$ cat config.mk
export PLATFORM = sky130hd
export DESIGN_NAME = pic_ctrl
export DESIGN_NICKNAME = d
export VERILOG_FILES = /design/src/design/pic_pkg.sv /design/src/design/pic_prio_if.sv /design/src/design/pic_ctrl.sv /design/src/design/pic_resolver.sv
export VERILOG_INCLUDE_DIRS = /design/src /design/src/design
export SDC_FILE = /design/constraint.sdc
export NUM_CORES = 1
export LEC_CHECK = 0
export BUFFER_PORTS_ARGS = -buffer_cell sky130_fd_sc_hd__buf_4
export CAP_MARGIN = 20
export CORE_MARGIN = 3
export CORE_UTILIZATION = 40
export CTS_CLUSTER_DIAMETER = 30
export CTS_CLUSTER_SIZE = 30
export DETAILED_ROUTE_END_ITERATION = 8
export PLACE_DENSITY = 0.64
export SYNTH_ARGS = -nofsm -noshare
export SYNTH_HDL_FRONTEND = slang
export SYNTH_SLANG_ARGS = --single-unit
$ cat constraint.sdc
create_clock -name clk -period 10.7 [get_ports clk]
set_input_delay 1.07 -clock clk [delete_from_list [all_inputs] [get_ports clk]]
set_output_delay 1.07 -clock clk [all_outputs]
set_load 0.05 [all_outputs]
$ cat src/design/pic_map.svh
// Offsets, field positions and reset values of the interrupt controller
`ifndef PIC_MAP_SVH
`define PIC_MAP_SVH
`define PIC_OFS_CMD    1'b0
`define PIC_OFS_DATA   1'b1
`define PIC_IW1_BIT    4
`define PIC_OPW_HI     4
`define PIC_OPW_LO     3
`define PIC_OPW_PRIO   2'b00
`define PIC_OPW_MODE   2'b01
`define PIC_IW1_FOURTH 0
`define PIC_IW1_SKIP3  1
`define PIC_IW1_TRIG   3
`define PIC_IW4_SFI    1
`define PIC_PF_RP      7
`define PIC_PF_SIL     6
`define PIC_PF_FI      5
`define PIC_MD_SEL     0
`define PIC_MD_SR      1
`define PIC_MD_POL     2
`define PIC_POLL_INT   7
`define PIC_RST_MASK   8'h00
`define PIC_RST_BASE   5'h00
`define PIC_RST_LOWEST 3'h7
`endif

$ cat src/design/pic_pkg.sv
// Types shared by the interrupt controller modules
package pic_pkg;
  typedef logic [2:0] pic_lvl_t;
  typedef enum logic [2:0] {
    PIC_ST_UNINIT = 3'h0,
    PIC_ST_W2     = 3'h1,
    PIC_ST_W3     = 3'h2,
    PIC_ST_W4     = 3'h3,
    PIC_ST_READY  = 3'h4
  } pic_init_t;
  typedef enum logic [1:0] {
    PIC_ACK_IDLE = 2'h0,
    PIC_ACK_P1   = 2'h1,
    PIC_ACK_GAP  = 2'h2,
    PIC_ACK_P2   = 2'h3
  } pic_ack_t;
endpackage

$ cat src/design/pic_prio_if.sv
// Carrier between the controller and its priority resolver
`timescale 1ns/1ps
interface pic_prio_if;
  logic [7:0]        pend;     // Raw pending requests
  logic [7:0]        cand;     // Pending and unmasked
  logic [7:0]        isr;      // In-service levels
  pic_pkg::pic_lvl_t lowest;   // Level with lowest priority
  logic              poll_any; // Any raw request
  pic_pkg::pic_lvl_t poll_lvl; // Top raw request, 7 when none
  logic              cand_any; // Any unmasked request
  pic_pkg::pic_lvl_t cand_lvl; // Top unmasked request
  logic              isr_any;  // Any level in service
  pic_pkg::pic_lvl_t isr_lvl;  // Top level in service
  logic              grant;    // Candidate outranks service
  modport ctrl (output pend, cand, isr, lowest,
                input poll_any, poll_lvl, cand_any, cand_lvl,
                isr_any, isr_lvl, grant);
  modport res (input pend, cand, isr, lowest,
               output poll_any, poll_lvl, cand_any, cand_lvl,
               isr_any, isr_lvl, grant);
endinterface

$ cat src/design/pic_ctrl.sv
// Eight-level priority interrupt controller with cascade addressing
`timescale 1ns/1ps
`include "pic_map.svh"

// Notes on behaviour
// interrupt processor, vector for top request
// cascade addresses only for cascade levels
// drive 3-bit slave address during acknowledge
// slave drives vector on second strobe
// two offsets carry all words
// every transfer is one byte
// software writes two to four init words
// first word's low bits select words three/four
// fourth-word flag expects the options word
// third-word flag low expects cascade word
// trigger select: level when 1, edge when 0
// vector bits 7:3 from base word
// cascade word bit n marks level n
// self-finish bit clears service automatically
// without self-finish software sends end-of-service
// operation words accepted in any order
// mask bit 1 blocks acknowledge of input
// masked request pends, never enters service
// offset 1 read returns mask
// priority word sets rotation and finish method
// mode bit 1 enables status, bit 0 picks
// poll bit overrides status select
// poll word: any flag, top level field
// selected status word persists across reads
// first init word restarts configuration
// acknowledge sets service, clears pending (level mode: pending keeps following the input)
module pic_ctrl (
  input  wire logic       clk,
  input  wire logic       reset_n,
  input  wire logic       bus_cs,
  input  wire logic       bus_addr,
  input  wire logic       bus_wr,
  input  wire logic       bus_rd,
  input  wire logic [7:0] bus_wdata,
  output logic      [7:0] bus_rdata,
  input  wire logic [7:0] request_inputs,
  output logic            int_req,
  input  wire logic       acknowledge_strobe_n,
  output logic      [7:0] vector_data,
  output logic            vector_oe,
  output logic            backplane_ack_n,
  output logic      [2:0] cascade_address_lines,
  output logic            cascade_oe
);
  pic_prio_if pif ();

  pic_pkg::pic_init_t st_q;        // Initialization progress
  pic_pkg::pic_ack_t  ackst_q;     // Acknowledge sequence phase
  logic [7:0]         irr_q;       // Pending requests
  logic [7:0]         isr_q;       // Levels in service
  logic [7:0]         isr_set;     // Bits entering service
  logic [7:0]         isr_clr;     // Bits leaving service
  logic [7:0]         mask_q;      // Request mask
  logic [4:0]         base_q;      // Vector upper bits
  logic [7:0]         casc_q;      // Cascade levels
  logic               sfi_q;       // Self finish enable
  logic               trig_q;      // Level triggered when set
  logic               fourth_q;    // Options word expected
  logic               skip3_q;     // Cascade word skipped
  pic_pkg::pic_lvl_t  lowest_q;    // Lowest priority level
  pic_pkg::pic_lvl_t  lowest_d;
  pic_pkg::pic_lvl_t  eoi_lvl;     // Level hit by finish command
  logic               auto_rot_q;  // Rotate on self finish
  logic               sel_q;       // Status select: 1 in-service
  logic               pol_q;       // Poll word selected
  logic [7:0]         req_prev_q;  // Inputs one cycle ago
  logic               ack_prev_q;  // Strobe one cycle ago
  pic_pkg::pic_lvl_t  ack_lvl_q;   // Level being acknowledged
  logic               ack_hit_q;   // Acknowledge found a request
  logic [7:0]         rdata_q;
  logic [7:0]         vec_q;
  logic               vec_oe_q;
  logic [2:0]         cas_q;
  logic               cas_oe_q;
  logic               wr0, wr1, wr_iw1, wr_pf, wr_md, rd0, rd1;
  logic               ack_fall, ack_rise, take, first, fin_auto;
  logic               ready;
  logic [7:0]         poll_word;

  pic_resolver u_res (.pif(pif));

  // Byte-wide port decode; the offset-0 pattern picks the word
  assign wr0    = bus_cs && bus_wr && bus_addr == `PIC_OFS_CMD;
  assign wr1    = bus_cs && bus_wr && bus_addr == `PIC_OFS_DATA;
  assign rd0    = bus_cs && bus_rd && bus_addr == `PIC_OFS_CMD;
  assign rd1    = bus_cs && bus_rd && bus_addr == `PIC_OFS_DATA;
  assign wr_iw1 = wr0 && bus_wdata[`PIC_IW1_BIT];
  assign wr_pf  = wr0 && ready &&
    bus_wdata[`PIC_OPW_HI:`PIC_OPW_LO] == `PIC_OPW_PRIO;
  assign wr_md  = wr0 && ready &&
    bus_wdata[`PIC_OPW_HI:`PIC_OPW_LO] == `PIC_OPW_MODE;
  assign ready  = st_q == pic_pkg::PIC_ST_READY;

  // Strobe edges from the processor's acknowledge pulses
  assign ack_fall = ack_prev_q && !acknowledge_strobe_n;
  assign ack_rise = !ack_prev_q && acknowledge_strobe_n;
  assign first = ready && ackst_q == pic_pkg::PIC_ACK_IDLE && ack_fall;
  assign take  = first && pif.grant;
  assign fin_auto = ackst_q == pic_pkg::PIC_ACK_P2 && ack_rise &&
                    ack_hit_q && sfi_q;

  assign pif.pend   = irr_q;
  assign pif.cand   = irr_q & ~mask_q;
  assign pif.isr    = isr_q;
  assign pif.lowest = lowest_q;

  // Interrupt held while an unmasked request outranks the service
  assign int_req = ready && pif.grant;

  // Poll word: flag on top, level in the low bits
  assign poll_word = {pif.poll_any, 4'h0, pif.poll_lvl};

  assign bus_rdata             = rdata_q;
  assign vector_data           = vec_q;
  assign vector_oe             = vec_oe_q;
  assign cascade_address_lines = cas_q;
  assign cascade_oe            = cas_oe_q;
  // Backplane strobe follows the processor only on cascade cycles
  assign backplane_ack_n = !(cas_oe_q && !acknowledge_strobe_n);

  // Initialization sequence; a first word always restarts it
  always_ff @(posedge clk) begin
    if (!reset_n) begin
      st_q     <= pic_pkg::PIC_ST_UNINIT;
      fourth_q <= 1'b0;
      skip3_q  <= 1'b1;
      trig_q   <= 1'b0;
    end else if (wr_iw1) begin
      fourth_q <= bus_wdata[`PIC_IW1_FOURTH];
      skip3_q  <= bus_wdata[`PIC_IW1_SKIP3];
      trig_q   <= bus_wdata[`PIC_IW1_TRIG];
      st_q     <= pic_pkg::PIC_ST_W2;
    end else if (wr1) begin
      case (st_q)
        pic_pkg::PIC_ST_W2: begin
          if (!skip3_q) begin
            st_q <= pic_pkg::PIC_ST_W3;
          end else if (fourth_q) begin
            st_q <= pic_pkg::PIC_ST_W4;
          end else begin
            st_q <= pic_pkg::PIC_ST_READY;
          end
        end
        pic_pkg::PIC_ST_W3: begin
          st_q <= fourth_q ? pic_pkg::PIC_ST_W4 : pic_pkg::PIC_ST_READY;
        end
        pic_pkg::PIC_ST_W4: st_q <= pic_pkg::PIC_ST_READY;
        default: st_q <= st_q; // Ready or idle: no step
      endcase
    end
  end

  // Offset-1 words: base, cascade levels, options, then mask
  always_ff @(posedge clk) begin
    if (!reset_n || wr_iw1) begin
      base_q <= `PIC_RST_BASE;
      casc_q <= 8'h00;
      sfi_q  <= 1'b0;
      mask_q <= `PIC_RST_MASK;
    end else if (wr1) begin
      case (st_q)
        pic_pkg::PIC_ST_W2: base_q <= bus_wdata[7:3];
        pic_pkg::PIC_ST_W3: casc_q <= bus_wdata;
        pic_pkg::PIC_ST_W4: sfi_q  <= bus_wdata[`PIC_IW4_SFI];
        pic_pkg::PIC_ST_READY: mask_q <= bus_wdata;
        default: mask_q <= mask_q; // Mask writes before setup ignored
      endcase
    end
  end

  // Mode word: poll flag and sticky status select
  always_ff @(posedge clk) begin
    if (!reset_n || wr_iw1) begin
      pol_q <= 1'b0;
      sel_q <= 1'b0;
    end else if (wr_md) begin
      pol_q <= bus_wdata[`PIC_MD_POL];
      if (bus_wdata[`PIC_MD_SR]) begin
        sel_q <= bus_wdata[`PIC_MD_SEL];
      end
    end
  end

  // Read data, one cycle after the read strobe
  always_ff @(posedge clk) begin
    if (!reset_n) begin
      rdata_q <= 8'h00;
    end else if (rd1) begin
      rdata_q <= mask_q;
    end else if (rd0) begin
      if (pol_q) begin
        rdata_q <= poll_word;
      end else begin
        rdata_q <= sel_q ? isr_q : irr_q;
      end
    end
  end

  // Pending requests: level mode follows inputs, edge mode latches
  always_ff @(posedge clk) begin
    if (!reset_n) begin
      irr_q      <= 8'h00;
      req_prev_q <= 8'h00;
    end else begin
      req_prev_q <= request_inputs;
      if (wr_iw1) begin
        irr_q <= 8'h00;
      end else if (trig_q) begin
        irr_q <= request_inputs;
      end else begin
        // New edge wins over the clear of an acknowledge
        irr_q <= (irr_q & ~isr_set) |
                 (request_inputs & ~req_prev_q);
      end
    end
  end

  // Service bits and rotation from commands and acknowledges
  always_comb begin
    isr_set  = 8'h00;
    isr_clr  = 8'h00;
    lowest_d = lowest_q;
    eoi_lvl  = bus_wdata[`PIC_PF_SIL] ? bus_wdata[2:0] : pif.isr_lvl;
    if (take) begin
      isr_set[pif.cand_lvl] = 1'b1;
    end
    if (wr_pf) begin
      if (bus_wdata[`PIC_PF_FI]) begin
        // Specific or non-specific end of service
        if (bus_wdata[`PIC_PF_SIL] || pif.isr_any) begin
          isr_clr[eoi_lvl] = 1'b1;
        end
        if (bus_wdata[`PIC_PF_RP]) begin
          lowest_d = eoi_lvl;
        end
      end else if (bus_wdata[`PIC_PF_RP] && bus_wdata[`PIC_PF_SIL]) begin
        lowest_d = bus_wdata[2:0];
      end
    end
    if (fin_auto) begin
      isr_clr[ack_lvl_q] = 1'b1;
      if (auto_rot_q) begin
        lowest_d = ack_lvl_q;
      end
    end
  end

  // Service register and priority state; entry wins over clear
  always_ff @(posedge clk) begin
    if (!reset_n || wr_iw1) begin
      isr_q      <= 8'h00;
      lowest_q   <= `PIC_RST_LOWEST;
      auto_rot_q <= 1'b0;
    end else begin
      isr_q    <= (isr_q & ~isr_clr) | isr_set;
      lowest_q <= lowest_d;
      if (wr_pf && !bus_wdata[`PIC_PF_FI] && !bus_wdata[`PIC_PF_SIL]) begin
        auto_rot_q <= bus_wdata[`PIC_PF_RP];
      end
    end
  end

  // Two-pulse acknowledge: level latched on first, vector on second
  always_ff @(posedge clk) begin
    if (!reset_n) begin
      ackst_q    <= pic_pkg::PIC_ACK_IDLE;
      ack_prev_q <= 1'b1;
      ack_lvl_q  <= 3'h7;
      ack_hit_q  <= 1'b0;
      vec_q      <= 8'h00;
      vec_oe_q   <= 1'b0;
      cas_q      <= 3'h0;
      cas_oe_q   <= 1'b0;
    end else begin
      ack_prev_q <= acknowledge_strobe_n;
      case (ackst_q)
        pic_pkg::PIC_ACK_IDLE: begin
          if (first) begin
            // No winner: spurious cycle answers with level 7
            ackst_q   <= pic_pkg::PIC_ACK_P1;
            ack_hit_q <= pif.grant;
            ack_lvl_q <= pif.grant ? pif.cand_lvl : 3'h7;
            if (pif.grant && casc_q[pif.cand_lvl]) begin
              cas_q    <= pif.cand_lvl;
              cas_oe_q <= 1'b1;
            end
          end
        end
        pic_pkg::PIC_ACK_P1: begin
          if (ack_rise) begin
            ackst_q <= pic_pkg::PIC_ACK_GAP;
          end
        end
        pic_pkg::PIC_ACK_GAP: begin
          if (ack_fall) begin
            ackst_q  <= pic_pkg::PIC_ACK_P2;
            vec_q    <= {base_q, ack_lvl_q};
            vec_oe_q <= !cas_oe_q; // Slave answers instead
          end
        end
        pic_pkg::PIC_ACK_P2: begin
          if (ack_rise) begin
            ackst_q  <= pic_pkg::PIC_ACK_IDLE;
            vec_oe_q <= 1'b0;
            cas_oe_q <= 1'b0;
          end
        end
        default: ackst_q <= pic_pkg::PIC_ACK_IDLE;
      endcase
    end
  end
endmodule

$ cat src/design/pic_resolver.sv
// Priority resolver: rotating search over eight levels
`timescale 1ns/1ps
module pic_resolver (
  pic_prio_if.res pif
);
  // First set bit, searching upward from the level after the lowest
  function automatic logic [3:0] first_set(input logic [7:0] v,
                                           input logic [2:0] low);
    logic [3:0] r;
    logic [2:0] idx;
    r = {1'b0, 3'h7}; // None found: flag clear, level field reads as 7
    for (int i = 7; i >= 0; i--) begin
      idx = 3'(low + 3'(i) + 3'h1);
      if (v[idx]) begin
        r = {1'b1, idx}; // Later loop steps rank higher
      end
    end
    return r;
  endfunction

  // Rank 0 is the highest priority under the current rotation
  function automatic logic [2:0] rank(input logic [2:0] lvl,
                                      input logic [2:0] low);
    return 3'(lvl - low - 3'h1);
  endfunction

  assign {pif.poll_any, pif.poll_lvl} = first_set(pif.pend, pif.lowest);
  assign {pif.cand_any, pif.cand_lvl} = first_set(pif.cand, pif.lowest);
  assign {pif.isr_any, pif.isr_lvl}   = first_set(pif.isr, pif.lowest);

  // A request only interrupts a service of lower priority
  assign pif.grant = pif.cand_any &&
    (!pif.isr_any ||
     rank(pif.cand_lvl, pif.lowest) < rank(pif.isr_lvl, pif.lowest));
endmodule

== Yosys cells after proc, flatten, opt, wreduce, memory -nomap -nowiden ==
Cells that the tools add are included.

* Register bits: 86
* Output and inout bits: 23

* Add/subtract/negate cells: 18
* Order comparisons: 15
* Eq/ne operators: 13
* Multiplexer cells: 114
* Bitwise logic cells: 13
* Reductions and logical operators: 61

{| class="wikitable"
|+ Operator list
! cell !! number
|-
| $mux W4 || 24
|-
| $mux W8 || 10
|-
| $bmux W1 S3 || 25
|-
| $lt A3 B4 Y1 const B || 11
|-
| $mux W1 || 34
|-
| $and A8 B8 Y8 || 4
|-
| $not A8 Y8 || 4
|-
| $mux W3 || 10
|-
| $logic_and A1 B1 Y1 || 28
|-
| $add A3 B1 Y3 const B || 8
|-
| $or A8 B8 Y8 || 3
|-
| $reduce_and A2 Y1 || 9
|-
| $add A3 B3 Y3 const B || 4
|-
| $demux W1 S3 || 3
|-
| $ge A3 B1 Y1 const B || 3
|-
| $pmux W3 S3 || 1
|-
| $logic_not A1 Y1 || 8
|-
| $mux W2 || 4
|-
| $ne A2 B2 Y1 const B || 4
|-
| $pmux W2 S4 || 1
|-
| $reduce_and A4 Y1 || 2
|-
| $reduce_bool A2 Y1 || 4
|-
| $add A3 B2 Y3 const B || 2
|-
| $eq A3 B2 Y1 const B || 2
|-
| other kinds (16) || 26
|}

== Longest topological paths before layout ==
* Depth after elaboration: 25
* Gate-level depth with buffers: 25
* Gate-level depth less buffers: 20

== By module ==
From an unflattened synthesis, not the netlist that was laid out.

* Cells, all modules: 764
* Area total of the unflattened synthesis: 6686.4 sq um

{| class="wikitable"
|+ Modules (own cells, without submodules)
! module !! instances !! cells each !! area each (sq um) !! seq. area each (sq um)
|-
| pic_ctrl || 1 || 469 || 4125.2 || 1721.7
|-
| pic_resolver || 1 || 295 || 2561.2 || 0.0
|}

== Worst setup path after synthesis ==
No wires, ideal clock.

* Path kind: reg-to-output
* Start point: register lowest_q[0]
* End point: output int_req
* Data arrival time: 5.058 ns
* Slack: 4.572 ns
* Stages on the path, launching flop included: 21
* Cell sequence: dfxtp_1 buf_6 inv_2 buf_2 ha_1 mux4_2 mux2_2 a22o_1 a2bb2oi_1 or4b_1 and3_1 buf_2 ha_1 fa_1 inv_1 ha_1 a21o_1 a21oi_1 or2_2 o31ai_1 nor2_1

* Word-level cells in the longest chain between the ends: 18
* Elaborated cells on any way between the ends: 71

{| class="wikitable"
|+ RTL lines
! item !! line !! RTL
|-
| from (decl) || pic_ctrl.sv:65 || <nowiki>pic_pkg::pic_lvl_t lowest_q;</nowiki>
|-
| from (signal assigned) || pic_ctrl.sv:257 || <nowiki>lowest_q <= `PIC_RST_LOWEST;</nowiki>
|-
| from (signal assigned) || pic_ctrl.sv:261 || <nowiki>lowest_q <= lowest_d;</nowiki>
|-
| $add A3 B3 Y3 || pic_resolver.sv:13 || <nowiki>idx = 3'(low + 3'(i) + 3'h1);</nowiki>
|-
| $add A3 B1 Y3 || pic_resolver.sv:13 ||
|-
| $bmux W1 S3 || pic_resolver.sv:14 || <nowiki>if (v[idx]) begin</nowiki>
|-
| $mux W1 (implied by the code) || pic_resolver.sv:14 ||
|-
| $mux W4 (8 in series) || pic_resolver.sv:14 ||
|-
| $sub A3 B3 Y3 || pic_resolver.sv:24 || <nowiki>return 3'(lvl - low - 3'h1);</nowiki>
|-
| $sub A3 B1 Y3 || pic_resolver.sv:24 ||
|-
| $lt A3 B3 Y1 || pic_resolver.sv:34 || <nowiki>rank(pif.cand_lvl, pif.lowest) < rank(pif.isr_lvl, pif.lowest));</nowiki>
|-
| $logic_or A1 B1 Y1 || pic_resolver.sv:33 || <nowiki>(!pif.isr_any ||</nowiki>
|-
| $logic_and A1 B1 Y1 * || pic_resolver.sv:32 || <nowiki>assign pif.grant = pif.cand_any &&</nowiki>
|-
| $logic_and A1 B1 Y1 * || pic_ctrl.sv:113 || <nowiki>assign int_req = ready && pif.grant;</nowiki>
|-
| to (decl) || pic_ctrl.sv:42 || <nowiki>output logic int_req,</nowiki>
|}

Mark *: on every way between the ends. The rest lies on a longest branch, timed or not. The select of a mux whose other input is x is not followed.

== Worst setup path in the final report ==
Ends and elaborated chain as after synthesis.

==> reports/qor.csv <==
stage;metric;value;unit
critical_path;Crit Path Category;flop to output port;
power;Seq pwr share;42.9;%
timing;Tmin final;7.47;ns
finish;antenna cell count;0;
synth;Netlist cell types;82;
power;Sw Pwr;0.245;mW
synth;Seq/Total Area, Yosys;25.5;%
routing;DR iter-0 viols;910;
floorplan;floorplan row count;46;
synth;FF+latch count, synth;86;
global_routing;Total GRT Usage;22.9;%
global_routing;global-route wire length before repair;33500;um
timing;slew margin rel.;38.7;%
finish;Synth-to-Final Area Change;10.6;%
synth;yosys warns;0;
timing;crit share post-route;69.9;%
power;power density cells;106;nW/um^2
critical_path;Req. time, crit path;9.63;ns
floorplan;die height;136;um
synth;dominant synthesized flop cell;dfxtp_1;
timing;setup TNS;0;ns
floorplan;Initial Utilization;41.7;%
routing;Routed Antenna Nets;0;
global_routing;number of global-route vias before repair;5922;
power;leakage power;2.83;nW
timing;count of pins over their slew limit;0;
synth;post-synth top area share;25.5;%
routing;routed wl met3;1650;um
timing;fmax;134;MHz
floorplan;die width;136;um
placed_design;dpl ws;3.60;ns
global_routing;initial antenna violation count;0;
routing;drc violations;0;
synth;async set-or-reset flop fraction in the synthesized netlist;0;%
routing;drt first pass iters;5;
routing;DR WL/cell;20.4;um
power;Internal Power;0.549;mW
critical_path;CP Capture Type;output port;
finish;filler cell count;1585;
synth;Area contributors post-synth;dfxtp_1 26%, mux4_2 11%, mux2i_1 9.0%, nor2_1 4.6%, nand2_1 3.4%;
power;peak supply drop;0.000103;V
clock_network;CTS Hold Bufs;0;
clock_network;Setup Fix Bufs, Post-CTS;0;
routing;vias post-DR;6438;
critical_path;Arrival @ worst endpoint;6.40;ns
timing;Setup-failing EPs final;0;
floorplan;# IOs;46;
synth;area leader, netlist;dfxtp_1;
synth;Post-Syn Area per Cell;8.47;sq um
timing;post-route clock skew;0.00807;ns
timing;RSZ-0062 raised after global routing;no;
clock_network;CTS Buf Count;9;
finish;final core utilization;46.1;%
placed_design;GPL Wtd Cong;0.940;
synth;Post-Syn Instances;797;
power;Clk pwr share;37.6;%
clock_network;Worst-path clk slew;0.07;ns
clock_network;clk_lat worst skew;0.34;ns
power;Tot Pwr;0.795;mW
clock_network;CTS H-tree depth;3;
floorplan;core area;16200;sq um
routing;M1 WL;9540;um
global_routing;largest net degree at the start of global routing;64;
critical_path;worst reg2reg setup slack;3.66;ns
synth;mapped cell area;6750;sq um
critical_path;Critical Path Fanout Max;63;
clock_network;clk buf depth;2;
placed_design;IO Port Bufs;45;
timing;Hold Fails Final Rpt;0;
routing;Top Metal Used;met4;
outcome;status;complete, no violations;
global_routing;grt total ovfl;0;
power;Net Sw Frac;30.9;%
synth;number of flops mapped to enable cells by yosys;0;
clock_network;clk sinks;86;
synth;Mapped Nets;833;
routing;DR vias/cell;6.26;
timing;setup ws final;3.23;ns
clock_network;post-cts repair resize count;0;
timing;worst slew pin tran;0.912;ns
routing;Total Wirelength;20900;um
routing;met2 WL;9200;um
job;Max-Cap Viols;0;
hold_path;Min-Delay Path Class;flop to flop;
critical_path;CP Launch Type;flop;
placed_design;dpl hpwl;15200;um
finish;fraction of layout cells with a size suffix above 1;16.0;%
finish;Total Nets Final;843;
power;combinational group share of total power;19.5;%
floorplan;Die ar.;18500;sq um
clock_network;root buffer cell;clkbuf_16;
clock_network;CTS tree;yes;
-- power groups by stage --
stage                     Clock [mW]  Combinational (mW)  Sequential, mW
final                          0.299               0.155           0.341
after global routing           0.313               0.172           0.342
after CTS                      0.301               0.153           0.340
after detailed placement           0               0.152           0.348
after global placement             0               0.151           0.347
after floorplan                    0               0.111           0.345
-- metrics by stage --
step                std cells  hold slack (ns)  instance area (sq um)
detailed placement       1012            0.445                   7180
CTS                      1028            0.454                   7460
floorplan                 797            0.460                   6750
global route             1028            0.507                   7460
finish                   1028            0.452                   7460
global placement         1012            0.444                   7180
-- cells in the mapped netlist (all sizes together), types with 4 or more instances --
library cell  count
mux2i            62
buf              20
ha               11
nor2b            16
o211ai            7
mux4             34
o21ai            48
a22oi             4
xnor2             6
nand3            22
a21oi            45
or3               4
a211oi           19
a21boi            4
o21a              6
nor3b             4
o41ai             4
and2             18
nor4              4
nand3b            8
and3b             4
nand2b           23
dfxtp            86
o311ai           12
mux2             12
or2               8
inv              31
clkbuf           34
a31oi            13
nand2            61
o2bb2ai           4
o31ai             6
nor3             19
nor2             82
-- worst max-delay path, stage by stage, from the launching register on --
cell       delay [ns]
dfxtp_2          0.31
buf_4            0.64
inv_2            0.43
ha_1             0.71
mux4_2           0.67
mux2_1           0.32
a22o_1           0.20
a2bb2oi_1        0.15
or4b_1           0.46
and3_1           0.27
ha_1             0.23
fa_1             0.48
inv_1            0.04
ha_1             0.27
a21o_1           0.15
a21oi_1          0.12
or2_2            0.13
o31ai_1          0.06
nor2_1           0.18
buf_4            0.23
-- layout make-up --
cell class | instances | area (sq um) | area share (%)
clock buffer | 10 | 229 | 3.07
inverter | 31 | 116 | 1.56
clock inverter | 6 | 51.3 | 0.687
sequential | 86 | 1720 | 23.1
timing repair buffer | 53 | 398 | 5.33
tap | 216 | 270 | 3.62
multi-input combinational | 626 | 4680 | 62.6
-- placed cells by master (no fill, tap or decap), drive strengths merged, types with 6 or more instances in the layout --
cell    netlist  routed
ha           11      11
o311ai       12      12
a31oi        13      13
o31ai         6       6
a21oi        45      45
nand3b        8       8
mux2         12      12
nor2         82      82
or2           8       8
mux2i        62      62
nand2b       23      23
inv          31      35
a211oi       19      19
clkbuf       34      10
o21ai        48      48
nor3         19      19
nand3        22      22
dfxtp        86      86
o211ai        7       7
and2         18      18
o21a          6       6
mux4         34      34
nand2        61      61
nor2b        16      16
xnor2         6       6
buf          20      53
-- final timing paths --
kind                              from  cells past startpoint                   endpoint
max             lowest_q[0]$_SDFF_PP1_                     19                    int_req
min          bus_rdata[1]$_SDFFE_PN0P_                      2  bus_rdata[1]$_SDFFE_PN0P_
max reg2reg     lowest_q[0]$_SDFF_PP1_                     20        irr_q[2]$_SDFF_PP0_
min reg2reg  bus_rdata[1]$_SDFFE_PN0P_                      2  bus_rdata[1]$_SDFFE_PN0P_
-- cells by family after synthesis --
family	count (synthesis)	share of synthesized area (%)
xor+xnor	9	1.37
mux	108	22.7
simple gates	285	21.0
flops	86	25.5
fa+ha+maj	13	2.63
buf+inv	85	5.21
compound gates	211	21.5
-- layer usage --
| metal | vias to the layer above | global-route usage (%) |
|---|---|---|
| met3 | 53 | 2.92 |
| li1 | 2976 | - |
| met1 | 3073 | 34.6 |
| met5 | - | 0 |
| met2 | 336 | 34.0 |
| met4 | 0 | 7.17 |
-- registers in the layout, indices dropped and copies added (netlist names), 2 cells and up --
signal	flops
base_q	5
bus_rdata	8
vector_data	8
ack_lvl_q	3
casc_q	8
irr_q	8
mask_q	8
st_q	3
lowest_q	3
isr_q	8
cascade_address_lines	3
ackst_q	2
req_prev_q	8
(Power assumes the default switching activity.)
